**src/logic/stpdrv_pkg.sv**
```systemverilog
// Shared constants and types of the stepper translator and current chopper
`default_nettype none
package stpdrv_pkg;

    // ==========================================
    // Time base
    localparam int CLK_MHZ = 250;
    localparam int CLK_PERIOD_NS = 4;
    localparam int STEP_MIN_PULSE_NS = 1000;
    localparam int BLANK_TIME_NS = 1000;
    localparam int BLANK_CYCLES = (BLANK_TIME_NS / CLK_PERIOD_NS) > 0 ? (BLANK_TIME_NS / CLK_PERIOD_NS) : 1;
    localparam int OFF_DEFAULT_US = 30;
    localparam int OFF_DEFAULT_CYCLES = OFF_DEFAULT_US * CLK_MHZ;
    localparam int OFF_FAST_NUM = 5;
    localparam int OFF_FAST_SHIFT = 4;
    localparam int OFF_CYC_W = 24;

    // ==========================================
    // Translator table
    localparam logic [2:0] HOME_IDX = 3'h1;
    localparam logic [7:0] LVL_FULL = 8'hFF;
    localparam logic [7:0] LVL_SIN45 = 8'hB4;
    localparam logic [7:0] LVL_ZERO = 8'h00;

    // ==========================================
    // Register map (AHB-Lite, byte addresses)
    localparam logic [7:0] REG_CFG_OFS = 8'h00;
    localparam logic [7:0] REG_STATUS_OFS = 8'h04;
    localparam logic [7:0] REG_LEVEL_OFS = 8'h08;
    localparam logic [15:0] CFG_OSC_UNITS_RST = 16'h001E;
    localparam int ST_IDX_LSB = 0;
    localparam int ST_DIR_BIT = 3;
    localparam int ST_HALF_BIT = 4;
    localparam int ST_DECAY1_BIT = 5;
    localparam int ST_DECAY2_BIT = 6;
    localparam int ST_OUT_OFF_BIT = 7;
    localparam int ST_FAULT_LSB = 8;
    localparam int LV_DAC1_LSB = 0;
    localparam int LV_POL1_BIT = 8;
    localparam int LV_DAC2_LSB = 16;
    localparam int LV_POL2_BIT = 24;

    typedef enum logic [3:0] {
        STPDRV_CH_IDLE = 4'b0001,
        STPDRV_CH_ON = 4'b0010,
        STPDRV_CH_FAST = 4'b0100,
        STPDRV_CH_SLOW = 4'b1000
    } stpdrv_ch_state_t;

endpackage : stpdrv_pkg
`default_nettype wire

```
**src/logic/stpdrv_chopper.sv**
```systemverilog
// Fixed off-time current chopper for one full bridge
`timescale 1ns/1ps
`default_nettype none
module stpdrv_chopper
    import stpdrv_pkg::*;
(
    input wire logic core_clk,
    input wire logic sys_rst,
    input wire logic run,
    input wire logic polarity_neg,
    input wire logic decay_mixed,
    input wire logic cmp_trip,
    input wire logic [OFF_CYC_W-1:0] off_cycles,
    input wire logic [OFF_CYC_W-1:0] fast_cycles,
    output logic src_a,
    output logic src_b,
    output logic snk_a,
    output logic snk_b,
    output logic chopping
);

    // ==========================================
    // State and counter
    stpdrv_ch_state_t st_q, st_d;
    logic [OFF_CYC_W-1:0] cnt_q, cnt_d;
    logic [3:0] gate_q, gate_d;

    wire logic [OFF_CYC_W-1:0] cnt_inc = cnt_q + 1'b1;
    wire logic blank_done = cnt_q >= OFF_CYC_W'(BLANK_CYCLES - 1);
    wire logic off_done = cnt_inc >= off_cycles;
    wire logic fast_done = cnt_inc >= fast_cycles;
    wire logic trip_seen = blank_done && cmp_trip;

    always_comb begin
        st_d = st_q;
        cnt_d = cnt_inc;
        case (st_q)
            STPDRV_CH_IDLE: begin
                cnt_d = '0;
                if (run) begin
                    st_d = STPDRV_CH_ON;
                end
            end
            STPDRV_CH_ON: begin
                if (!run) begin
                    st_d = STPDRV_CH_IDLE;
                    cnt_d = '0;
                end else if (trip_seen) begin
                    // Comparator ignored until blank_done
                    st_d = decay_mixed ? STPDRV_CH_FAST : STPDRV_CH_SLOW;
                    cnt_d = '0;
                end else if (blank_done) begin
                    cnt_d = cnt_q;
                end
            end
            STPDRV_CH_FAST: begin
                if (!run || off_done) begin
                    st_d = run ? STPDRV_CH_ON : STPDRV_CH_IDLE;
                    cnt_d = '0;
                end else if (fast_done) begin
                    st_d = STPDRV_CH_SLOW;
                end
            end
            STPDRV_CH_SLOW: begin
                if (!run || off_done) begin
                    st_d = run ? STPDRV_CH_ON : STPDRV_CH_IDLE;
                    cnt_d = '0;
                end
            end
            default: begin
                st_d = STPDRV_CH_IDLE;
                cnt_d = '0;
            end
        endcase
    end

    // Gate order {src_a, src_b, snk_a, snk_b}; diagonal pair set by polarity
    always_comb begin
        case (st_d)
            STPDRV_CH_ON: gate_d = polarity_neg ? 4'b0110 : 4'b1001;
            STPDRV_CH_SLOW: gate_d = polarity_neg ? 4'b0010 : 4'b0001;
            default: gate_d = 4'b0000;
        endcase
    end

    always_ff @(posedge core_clk) begin
        if (sys_rst) begin
            st_q <= STPDRV_CH_IDLE;
            cnt_q <= '0;
            gate_q <= 4'h0;
        end else begin
            st_q <= st_d;
            cnt_q <= cnt_d;
            gate_q <= gate_d;
        end
    end

    assign src_a = gate_q[3];
    assign src_b = gate_q[2];
    assign snk_a = gate_q[1];
    assign snk_b = gate_q[0];
    assign chopping = (st_q == STPDRV_CH_FAST) || (st_q == STPDRV_CH_SLOW);
endmodule : stpdrv_chopper
`default_nettype wire

```
**src/logic/stpdrv_top.sv**
```systemverilog
// Step/direction translator with two bridge choppers and AHB-Lite status port
`timescale 1ns/1ps
`default_nettype none
// Notes on behaviour
// - Each rising step edge advances translator, updating both levels and polarities.
// - Step size select low gives full steps, high gives half steps.
// - Power-up or reset loads Home levels and sets both decays to mixed.
// - Level falling gives mixed decay; rising or equal gives slow decay.
// - Reset pin low holds Home, outputs off, step edges ignored.
// - Direction low clockwise, high counterclockwise; sampled only at step edge.
// - Conduction enables diagonal pair; comparator trip ends it.
// - Trip turns off source in slow decay, source and sink in mixed.
// - Off-time one-shot: 30 us if timing pin high, else resistance/825; code uses osc_units_q from CFG as microseconds.
// - Comparators ignored for about 1 us after each switching event; the chopper blanks only on entering STPDRV_CH_ON, not at a polarity change.
// - Level output scales reference to table percentage of max trip current.
// - Output disable high forces all bridge outputs off.
// - Translator keeps stepping while outputs are disabled.
// - Gate regulator monitor fault disables all bridge outputs.
// - Eight half-step positions at 45 degrees; Home is both +70.71 percent.
// - Mixed decay runs fast for 31.25 percent of off-time, then slow.
// - Overtemperature or undervoltage disables outputs; power-on undervoltage returns Home.
module stpdrv_top
    import stpdrv_pkg::*;
#(
    parameter int OFF_DEFAULT_CYC = OFF_DEFAULT_CYCLES
)(
    input wire logic core_clk,
    input wire logic sys_rst,
    input wire logic step_in,
    input wire logic dir_in,
    input wire logic step_size_select,
    input wire logic reset_pin_n,
    input wire logic out_disable,
    input wire logic off_time_timing_pin,
    input wire logic gate_regulator_monitor,
    input wire logic overtemp_fault,
    input wire logic undervolt_fault,
    input wire logic cmp_trip1,
    input wire logic cmp_trip2,
    output logic [7:0] level1,
    output logic pol1_neg,
    output logic [7:0] level2,
    output logic pol2_neg,
    output logic out1a_src,
    output logic out1b_src,
    output logic out1a_snk,
    output logic out1b_snk,
    output logic out2a_src,
    output logic out2b_src,
    output logic out2a_snk,
    output logic out2b_snk,
    input wire logic hsel,
    input wire logic [31:0] haddr,
    input wire logic [1:0] htrans,
    input wire logic hwrite,
    input wire logic [2:0] hsize,
    input wire logic [31:0] hwdata,
    input wire logic hready,
    output logic [31:0] hrdata,
    output logic hreadyout,
    output logic hresp
);

    // ==========================================
    // Table lookup: magnitude and sign of phase 1 at a half-step index
    function automatic logic [8:0] phase_lvl(input logic [2:0] idx);
        logic [7:0] mag;
        mag = idx[0] ? LVL_SIN45 : (idx[1] ? LVL_ZERO : LVL_FULL);
        return {(idx == 3'h3) || (idx == 3'h4) || (idx == 3'h5), mag};
    endfunction

    // ==========================================
    // Input synchronisers
    logic [4:0] sync1_q, sync2_q;
    logic step_prev_q;
    always_ff @(posedge core_clk) begin
        if (sys_rst) begin
            sync1_q <= 5'h08;
            sync2_q <= 5'h08;
            step_prev_q <= 1'b0;
        end else begin
            sync1_q <= {out_disable, reset_pin_n, step_size_select, dir_in, step_in};
            sync2_q <= sync1_q;
            step_prev_q <= sync2_q[0];
        end
    end
    wire logic step_s = sync2_q[0];
    wire logic dir_s = sync2_q[1];
    wire logic half_s = sync2_q[2];
    wire logic rst_pin_s = sync2_q[3];
    wire logic dis_s = sync2_q[4];
    // Plain edge detect; pulses shorter than one clock period may be missed
    wire logic step_rise = step_s && !step_prev_q;

    // ==========================================
    // Power-on lockout: Home is held until the first undervoltage release
    logic pwr_up_q;
    always_ff @(posedge core_clk) begin
        if (sys_rst) begin
            pwr_up_q <= 1'b1;
        end else if (!undervolt_fault) begin
            pwr_up_q <= 1'b0;
        end
    end
    wire logic home_hold = !rst_pin_s || (pwr_up_q && undervolt_fault);

    // ==========================================
    // Translator
    logic [2:0] idx_q;
    logic decay1_q, decay2_q;
    wire logic [2:0] idx_step = half_s ? 3'h1 : 3'h2;
    wire logic [2:0] idx_new = dir_s ? 3'(idx_q + idx_step) : 3'(idx_q - idx_step);
    wire logic [8:0] p1_old = phase_lvl(idx_q);
    wire logic [8:0] p2_old = phase_lvl(3'(idx_q - 3'h2));
    wire logic [8:0] p1_new = phase_lvl(idx_new);
    wire logic [8:0] p2_new = phase_lvl(3'(idx_new - 3'h2));
    wire logic fall1 = p1_new[7:0] < p1_old[7:0];
    wire logic fall2 = p2_new[7:0] < p2_old[7:0];

    // Step edges keep stepping even while outputs are disabled
    always_ff @(posedge core_clk) begin
        if (sys_rst || home_hold) begin
            idx_q <= HOME_IDX;
            decay1_q <= 1'b1;
            decay2_q <= 1'b1;
        end else if (step_rise) begin
            idx_q <= idx_new;
            decay1_q <= fall1;
            decay2_q <= fall2;
        end
    end

    // ==========================================
    // Level outputs
    // Levels lag the index by one edge so magnitude and sign change together
    always_ff @(posedge core_clk) begin
        if (sys_rst) begin
            level1 <= LVL_SIN45;
            level2 <= LVL_SIN45;
            pol1_neg <= 1'b0;
            pol2_neg <= 1'b0;
        end else begin
            level1 <= p1_old[7:0];
            level2 <= p2_old[7:0];
            pol1_neg <= p1_old[8];
            pol2_neg <= p2_old[8];
        end
    end

    // ==========================================
    // Off-time selection and bridges
    logic [15:0] osc_units_q;
    wire logic [OFF_CYC_W-1:0] off_res_cyc = OFF_CYC_W'(osc_units_q) * OFF_CYC_W'(CLK_MHZ);
    wire logic [OFF_CYC_W-1:0] off_cyc = off_time_timing_pin ? OFF_CYC_W'(OFF_DEFAULT_CYC) : off_res_cyc;
    wire logic [OFF_CYC_W+2:0] fast_prod = off_cyc * 3'(OFF_FAST_NUM);
    wire logic [OFF_CYC_W-1:0] fast_cyc = OFF_CYC_W'(fast_prod >> OFF_FAST_SHIFT);
    // Fault inputs bypass the synchroniser so a fault cuts the gates at once
    wire logic [3:0] fault_vec = {gate_regulator_monitor, overtemp_fault, undervolt_fault, !rst_pin_s};
    wire logic out_off = dis_s || (|fault_vec);
    wire logic run = !out_off;

    logic [3:0] g1, g2;
    stpdrv_chopper u_bridge1 (
        .core_clk(core_clk),
        .sys_rst(sys_rst),
        .run(run),
        .polarity_neg(pol1_neg),
        .decay_mixed(decay1_q),
        .cmp_trip(cmp_trip1),
        .off_cycles(off_cyc),
        .fast_cycles(fast_cyc),
        .src_a(g1[3]),
        .src_b(g1[2]),
        .snk_a(g1[1]),
        .snk_b(g1[0]),
        .chopping()
    );
    stpdrv_chopper u_bridge2 (
        .core_clk(core_clk),
        .sys_rst(sys_rst),
        .run(run),
        .polarity_neg(pol2_neg),
        .decay_mixed(decay2_q),
        .cmp_trip(cmp_trip2),
        .off_cycles(off_cyc),
        .fast_cycles(fast_cyc),
        .src_a(g2[3]),
        .src_b(g2[2]),
        .snk_a(g2[1]),
        .snk_b(g2[0]),
        .chopping()
    );
    // Final gating acts on the chopper outputs so a fault cuts them in one edge
    logic [7:0] gate_q;
    always_ff @(posedge core_clk) begin
        if (sys_rst) begin
            gate_q <= 8'h00;
        end else begin
            gate_q <= out_off ? 8'h00 : {g1, g2};
        end
    end
    assign {out1a_src, out1b_src, out1a_snk, out1b_snk} = gate_q[7:4];
    assign {out2a_src, out2b_src, out2a_snk, out2b_snk} = gate_q[3:0];

    // ==========================================
    // AHB-Lite slave, zero wait states
    logic wr_pend_q;
    logic [7:0] wr_addr_q;
    wire logic addr_ok = hsel && htrans[1] && hready;
    wire logic [7:0] a_ofs = haddr[7:0];
    wire logic [31:0] status_word = {20'h0, fault_vec, out_off, decay2_q, decay1_q, half_s, dir_s, idx_q};
    wire logic [31:0] level_word = {7'h0, pol2_neg, level2, 7'h0, pol1_neg, level1};
    wire logic [31:0] rd_mux = (a_ofs == REG_CFG_OFS) ? {16'h0, osc_units_q} :
                               (a_ofs == REG_STATUS_OFS) ? status_word :
                               (a_ofs == REG_LEVEL_OFS) ? level_word : 32'h0;
    // Read data captured in the address phase, so it stands through the data phase
    always_ff @(posedge core_clk) begin
        if (sys_rst) begin
            wr_pend_q <= 1'b0;
            wr_addr_q <= 8'h00;
            hrdata <= 32'h0;
            osc_units_q <= CFG_OSC_UNITS_RST;
        end else begin
            wr_pend_q <= addr_ok && hwrite;
            if (addr_ok) begin
                wr_addr_q <= a_ofs;
            end
            if (addr_ok && !hwrite) begin
                hrdata <= rd_mux;
            end
            if (wr_pend_q && wr_addr_q == REG_CFG_OFS) begin
                osc_units_q <= hwdata[15:0];
            end
        end
    end
    assign hreadyout = 1'b1;
    assign hresp = 1'b0;
endmodule : stpdrv_top
`default_nettype wire

```
**config.mk**
```make
export PLATFORM = sky130hd
export DESIGN_NAME = stpdrv_top
export DESIGN_NICKNAME = d
export VERILOG_FILES = /design/src/logic/stpdrv_pkg.sv /design/src/logic/stpdrv_chopper.sv /design/src/logic/stpdrv_top.sv
export SDC_FILE = /design/constraint.sdc
export NUM_CORES = 1
export LEC_CHECK = 0
export ABC_CLOCK_PERIOD_IN_PS = 15200
export BUFFER_PORTS_ARGS = -buffer_cell sky130_fd_sc_hd__buf_2
export CORE_MARGIN = 1
export CORE_UTILIZATION = 40
export DETAILED_ROUTE_END_ITERATION = 8
export PLACE_DENSITY = 0.67
export SLEW_MARGIN = 30
export SYNTH_ARGS = -nofsm -noshare
export SYNTH_HDL_FRONTEND = slang
export SYNTH_HIERARCHICAL = 1
export SYNTH_SLANG_ARGS = --single-unit
```
**constraint.sdc**
```tcl
create_clock -name core_clk -period 15.2 [get_ports core_clk]
set_clock_uncertainty 0.05 [all_clocks]
set_input_delay 0 -clock core_clk [delete_from_list [all_inputs] [get_ports core_clk]]
set_output_delay 0 -clock core_clk [all_outputs]
set_load 0.02 [all_outputs]
```
# Yosys cells after proc, flatten, opt, wreduce, memory -nomap -nowiden
# Cells that the tools add are included.
[op_classes] magnitude_cmp=8 n_mul=2 mux=47 shift=0 div=0 n_eq_ne=22 n_bitwise=0 add_sub_neg=6 reduce_logical=27
[op_table] op="two-way mux 24 bit" count=9
[op_table] op="one-hot mux 24 bit (2 select lines)" count=2
[op_table] op="two-way mux 25 bit" count=3
[op_table] op="two-way mux 4 bit" count=16
[op_table] op="two-way mux 8 bit" count=8
[op_table] op="adder 24 x 1 -> 24 bit, second input constant" count=2
[op_table] op=">= comparator 24 x 23 -> 1 bit" count=2
[op_table] op=">= comparator 24 bit" count=2
[op_table] op=">= comparator 24 x 8 -> 1 bit, second input constant" count=2
[op_table] op="one-hot mux 4 bit (4 select lines)" count=2
[op_table] op="multiplier 24 x 3 -> 27 bit, second input constant" count=1
[op_table] op="multiplier 16 x 7 -> 23 bit, second input constant" count=1
[op_table] op="equality test 4 x 2 -> 1 bit, second input constant" count=4
[op_table] op="equality test 4 bit, second input constant" count=4
[op_table] op="logical NOT 8 bit" count=2
[op_table] op="< comparator 8 bit" count=2
[op_table] op="one-hot mux 4 bit (2 select lines)" count=2
[op_table] op="equality test 3 bit, second input constant" count=4
[op_table] op="logical AND 1 bit" count=9
[op_table] op="logical OR 1 bit" count=9
[op_table] op="equality test 4 x 1 -> 1 bit, second input constant" count=2
[op_table] op="equality test 4 x 3 -> 1 bit, second input constant" count=2
[op_table] op="equality test 8 x 3 -> 1 bit, second input constant" count=1
[op_table] op="equality test 8 x 4 -> 1 bit, second input constant" count=1
[op_table] op="other kinds (11)" count=20
[totals] ram_bits=0 n_memories=0 output_inout_bits=60 reg_bits=164 latchBits=0 elab_cells=134 in_bits=85 rom_bits=0

# Depth between registers and ports, before layout
[depth] depth_word=9 depth_mapped=34 mapped_depth_nobuf=34

# Modules after synthesis
# The synthesis kept the hierarchy.
[modules_own_cells] mod="stpdrv_top" n_inst=1 area_per_inst_um2=7120.6 cells_per_inst=800 seq_area_each_um2=1501.4
[modules_own_cells] mod="stpdrv_chopper" n_inst=2 area_per_inst_um2=2982.9 cells_per_inst=385 seq_area_each_um2=640.6

# Worst setup path before layout
# Ideal clock, no wire load.
[synth_path] path_kind="reg2reg" start="register osc_units_q[2]" end="register u_bridge1.gate_q[0]" required_ns=15.077 setup_time_ns=0.073 t_arrival_ns=8.030 synth_period_minus_slack_ns=8.153 path_stages_with_launch=32 path_buffers=0 path_slack_ns=7.047 path_cell_list="dfxtp_1 inv_1 fa_1 fa_1 fa_1 fa_1 inv_1 ha_1 or3_1 o21ai_1 o21ai_0 a21oi_1 xor2_1 nor2_1 ha_1 ha_1 a21o_1 a21o_1 a21o_1 a22o_4 a31o_1 o41a_1 a41o_1 nor3_2 inv_1 ha_1 nand4_1 or3_1 a2111oi_2 a211oi_1 a32oi_1 nor3b_2"
[synth_via] elab_chain_len=9 word_cells_on_any_way=13 cone_classes="mul (2); order compare (2); eq/ne (2); mux (6); reduce/logical (1)"
[synth_lines] item="start: declaration" line="stpdrv_top.sv:152" source="logic [15:0] osc_units_q;"
[synth_lines] item="start signal: assignment" line="stpdrv_top.sv:232" source="osc_units_q <= hwdata[15:0];"
[synth_lines] item="multiplier 16 x 7 -> 23 bit (*)" line="stpdrv_top.sv:153" source="wire logic [OFF_CYC_W-1:0] off_res_cyc = OFF_CYC_W'(osc_units_q) * OFF_CYC_W'(CLK_MHZ);"
[synth_lines] item="two-way mux 24 bit (*)" line="stpdrv_top.sv:154" source="wire logic [OFF_CYC_W-1:0] off_cyc = off_time_timing_pin ? OFF_CYC_W'(OFF_DEFAULT_CYC) : off_res_cyc;"
[synth_lines] item="named net off_cyc[15]" line="stpdrv_top.sv:154"
[synth_lines] item="multiplier 24 x 3 -> 27 bit (*)" line="stpdrv_top.sv:155" source="wire logic [OFF_CYC_W+2:0] fast_prod = off_cyc * 3'(OFF_FAST_NUM);"
[synth_lines] item="named net fast_prod[24]" line="stpdrv_top.sv:155"
[synth_lines] item=">= comparator 24 x 23 -> 1 bit (*)" line="stpdrv_chopper.sv:31" source="wire logic fast_done = cnt_inc >= fast_cycles;"
[synth_lines] item="two-way mux 4 bit (*)" line="stpdrv_chopper.sv:60" source="end else if (fast_done) begin"
[synth_lines] item="two-way mux 4 bit (*)" line="stpdrv_chopper.sv:57" source="if (!run || off_done) begin"
[synth_lines] item="one-hot mux 4 bit (4 select lines) (*)" line="stpdrv_chopper.sv:37" source="case (st_q)"
[synth_lines] item="equality test 4 bit / equality test 4 x 2 -> 1 bit (equally long branches)" line="stpdrv_chopper.sv:79" source="case (st_d)"
[synth_lines] item="one-hot mux 4 bit (2 select lines) (*)" line="stpdrv_chopper.sv:79"
[synth_lines] item="end signal: assignment" line="stpdrv_chopper.sv:94" source="gate_q <= gate_d;"
[synth_lines] item="end: declaration" line="stpdrv_chopper.sv:26" source="logic [3:0] gate_q, gate_d;"
# The timed path passes the listed nets; every way through them passes the cells marked *.
# A chain may end at the register's enable or synchronous reset.

# Final worst setup path
# Same ends and word-level chain as after synthesis.

==> reports/results.tsv <==
metric	value	unit
ys_seq_elements	139	
outcome	completed	
grtUsageTotal	18.3	%
ys.flop_type	dfxtp_1	
clockRootBuffer	clkbuf_16	
arrival	9.57	ns
max_freq	108	MHz
holdCritPathClass	primary input to flop	
layout.nets	2010	
initial_utilization	41.0	%
htree_levels	4	
postCtsSetupRepairBufs	0	
critPathLaunchType	flop	
worstSkewPairLatency	0.44	ns
finalCritPeriodShare	60.9	%
async_flop_share	0	%
end_kind	flop	
cp_data_required_time	15.52	ns
place_area	13800	µm²
cts_resized	0	
pin_count	145	
die-height	183	µm
tns	0	ns
synth_area_leader_cell	dfxtp_1	
reg2reg_to	u_bridge1/gate_q[0]	
die_area	33400	µm²
grt_pass1_vias	10554	
setup_viol	0	
maxSlewHeadroom	40.9	%
avgSynthCellArea	8.34	µm²
ys_top_cells_by_area	dfxtp_1, ha_1, fa_1, inv_1, a21oi_1	
reg2reg_from	osc_units_q[2]	
synth.distinct_cells	79	
multi_input_area	9210	µm²
yosysWarnings	6	
syn-instance-count	1570	
cp_max_fo	6	
die_w	183	µm
drt_first_pass_iters	5	
whs_path_depth	3	
synth_most_common_cell	inv_1	
finalCriticalPeriod	9.26	ns
reg2reg_slack	5.94	ns
syn-cell-area	13100	µm²
yosys-top-cells-count	inv_1, ha_1, dfxtp_1	
post-dp-hpwl	23.6	mm
dp.cells	2047	
n_antenna_cell	0	
numCtsBuffers	17	
power_density	85.1	nW/µm²
rsz0062_at_grt	no	
path_clk_slew	0.07	ns
drc_errors	0	
crit_type	flop to flop	
antenna_left	0	
worst_slew_pin_slew	0.885	ns
report.final.slew_viol_count	0	
leakage	7.06	nW
ir_worst_vdd	0.0804	mV
row_count	65	
cts_tree	done	
critPathMaxStageDelay	0.59	ns
drt-vias-per-instance	5.14	
fill_cells	3094	
final_util	46.3	%
areaGrowthSynthToFinish	12.9	%
cts_sinks	139	
min_from	htrans[1]	
crit_family	compound AO/OA/AOI/OAI gates	
holdPathEnd	wr_pend_q	
synth.yosys.seq_area_share	21.3	%
synth_edf_count	0	
hold_viol	0	
totalWireLength	30.2	mm
core	31900	µm²
layout.cells.non_filler	2114	
yosys.area.top_type_share	21.3	%
critPathBufInv	3	
regArea	2780	µm²
stdcell_area	14800	µm²
maxCapViolCount	0	
numPortBuffers	91	
drive_above_1_share	10.2	%
wl_per_cell	14.3	µm
ff2ff_path_depth	31	
grt.overflow.total	0	
grt_max_degree	98	
clk_path_buf_depth	2	
grt_pass1_wl	50.1	mm
slowest_stage	fa_1	
gp_congestion	0.890	
antenna_found_initial	0	
drtIter0Drc	448	
vias	10864	
what timing repair did:
action / 4_1_cts / 5_1_grt
hold endpoints to repair: 46 / 0
hold buffers: 35 / 0
setup endpoints to repair: 0 / 0
power breakdown:
group	switching [mW]	leakage [nW]	internal (mW)
combinational	0.259	5.63	0.183
clock	0.203	0.301	0.238
sequential	0.00406	1.12	0.369
layout make-up:
type                    instances  share of cell area (%)
flip-flops and latches        139                    18.8
inverters                     205                    5.21
multi-input cells            1173                    62.3
repair buffers                130                    5.70
clock buffers                  17                    2.88
clock inverters                15                    1.35
well taps                     435                    3.68
metal layers:
metal	global-route usage, %	share of wire [%]	up-vias
met2	31.4	46	240
met3	3.18	5.1	39
met5	0	0	-
met1	23.5	47	5068
met4	5.33	1.6	0
li1	-	-	5517
cells by family (layout without fill, tap and decap cells):
logic type	after synthesis	count (layout)	synth area share, %
xor+xnor	92	92	6.16
fa+ha+maj	259	259	28.0
buf+inv	269	367	8.78
mux	17	17	1.31
other cells	2	13	0.0574
compound gates	289	289	15.0
simple gates	503	503	19.5
flops	139	139	21.3
flip-flops by register name, indices dropped and copies added (netlist names), 2 cells and up:
signal,flops
u_bridge1/st_q,4
u_bridge2/cnt_q,24
wr_addr_q,8
u_bridge2/gate_q,4
sync1_q,5
u_bridge1/cnt_q,24
osc_units_q,16
hrdata,19
level2,2
u_bridge2/st_q,4
gate_q,8
u_bridge1/gate_q,4
level1,2
idx_q,3
sync2_q,5
metrics by stage:
| stage | setup slack (ns) | total power, mW | hold WS (ns) |
|---|---|---|---|
| floorplan | 7.05 | 0.718 | 0.0538 |
| global placement | 6.07 | 0.793 | 0.138 |
| detailed placement | 5.85 | 0.810 | 0.135 |
| CTS | 5.84 | 1.26 | 0.00191 |
| global route | 5.36 | 1.34 | 0.0640 |
| finish | 5.94 | 1.26 | 0.0247 |
worst register-to-register path, delay by kind of cell (launching register included):
| family | cells | cell delay, ns |
|---|---|---|
| AO/OA/AOI/OAI | 13 | 3.30 |
| adder cells (fa/ha/maj) | 8 | 3.26 |
| flip-flops | 1 | 0.46 |
| XOR/XNOR | 1 | 0.09 |
| buffers and inverters | 3 | 0.28 |
| AND/OR/NAND/NOR | 6 | 1.76 |
worst max path at each step:
stage	from	to	slack [ns]	depth (start not counted)
2_1_floorplan	osc_units_q[2]	u_bridge1/gate_q[0]	7.05	31
3_3_place_gp	osc_units_q[2]	u_bridge1/gate_q[0]	6.07	31
3_5_place_dp	osc_units_q[2]	u_bridge1/gate_q[0]	5.85	31
4_1_cts	osc_units_q[2]	u_bridge1/gate_q[0]	5.84	31
5_1_grt	osc_units_q[2]	u_bridge1/gate_q[0]	5.36	31
6_report	osc_units_q[2]	u_bridge1/gate_q[0]	5.94	31
placed cells by master (no fill, tap or decap), types with 5 or more instances in the layout:
master,synthesis,final
and2_1,17,17
a21oi_1,107,107
nor3b_1,6,6
nor2_1,136,136
ha_1,203,203
xnor2_1,55,55
and4_1,5,5
nand3_1,62,62
o21ai_1,8,8
clkinv_8,0,5
nand2b_1,23,23
o21a_1,21,21
a2111oi_0,8,8
dlygate4sd3_1,0,35
nor2b_1,27,27
clkbuf_16,0,17
nor4_1,15,14
or2_2,6,6
a22oi_1,10,10
fa_1,56,56
xor2_1,37,37
a21o_1,17,17
o211ai_1,9,9
nor3_1,22,22
or3_1,7,7
conb_1,2,13
nand4_1,18,18
and3_1,10,10
buf_2,6,90
a211o_1,7,7
a211oi_1,16,16
nand2_1,116,116
dfxtp_1,139,139
o21bai_1,7,7
inv_1,205,205
o21ai_0,37,37
mux2i_1,16,16
a2111oi_2,5,5
Note: power is estimated with default switching activity, not from simulation.
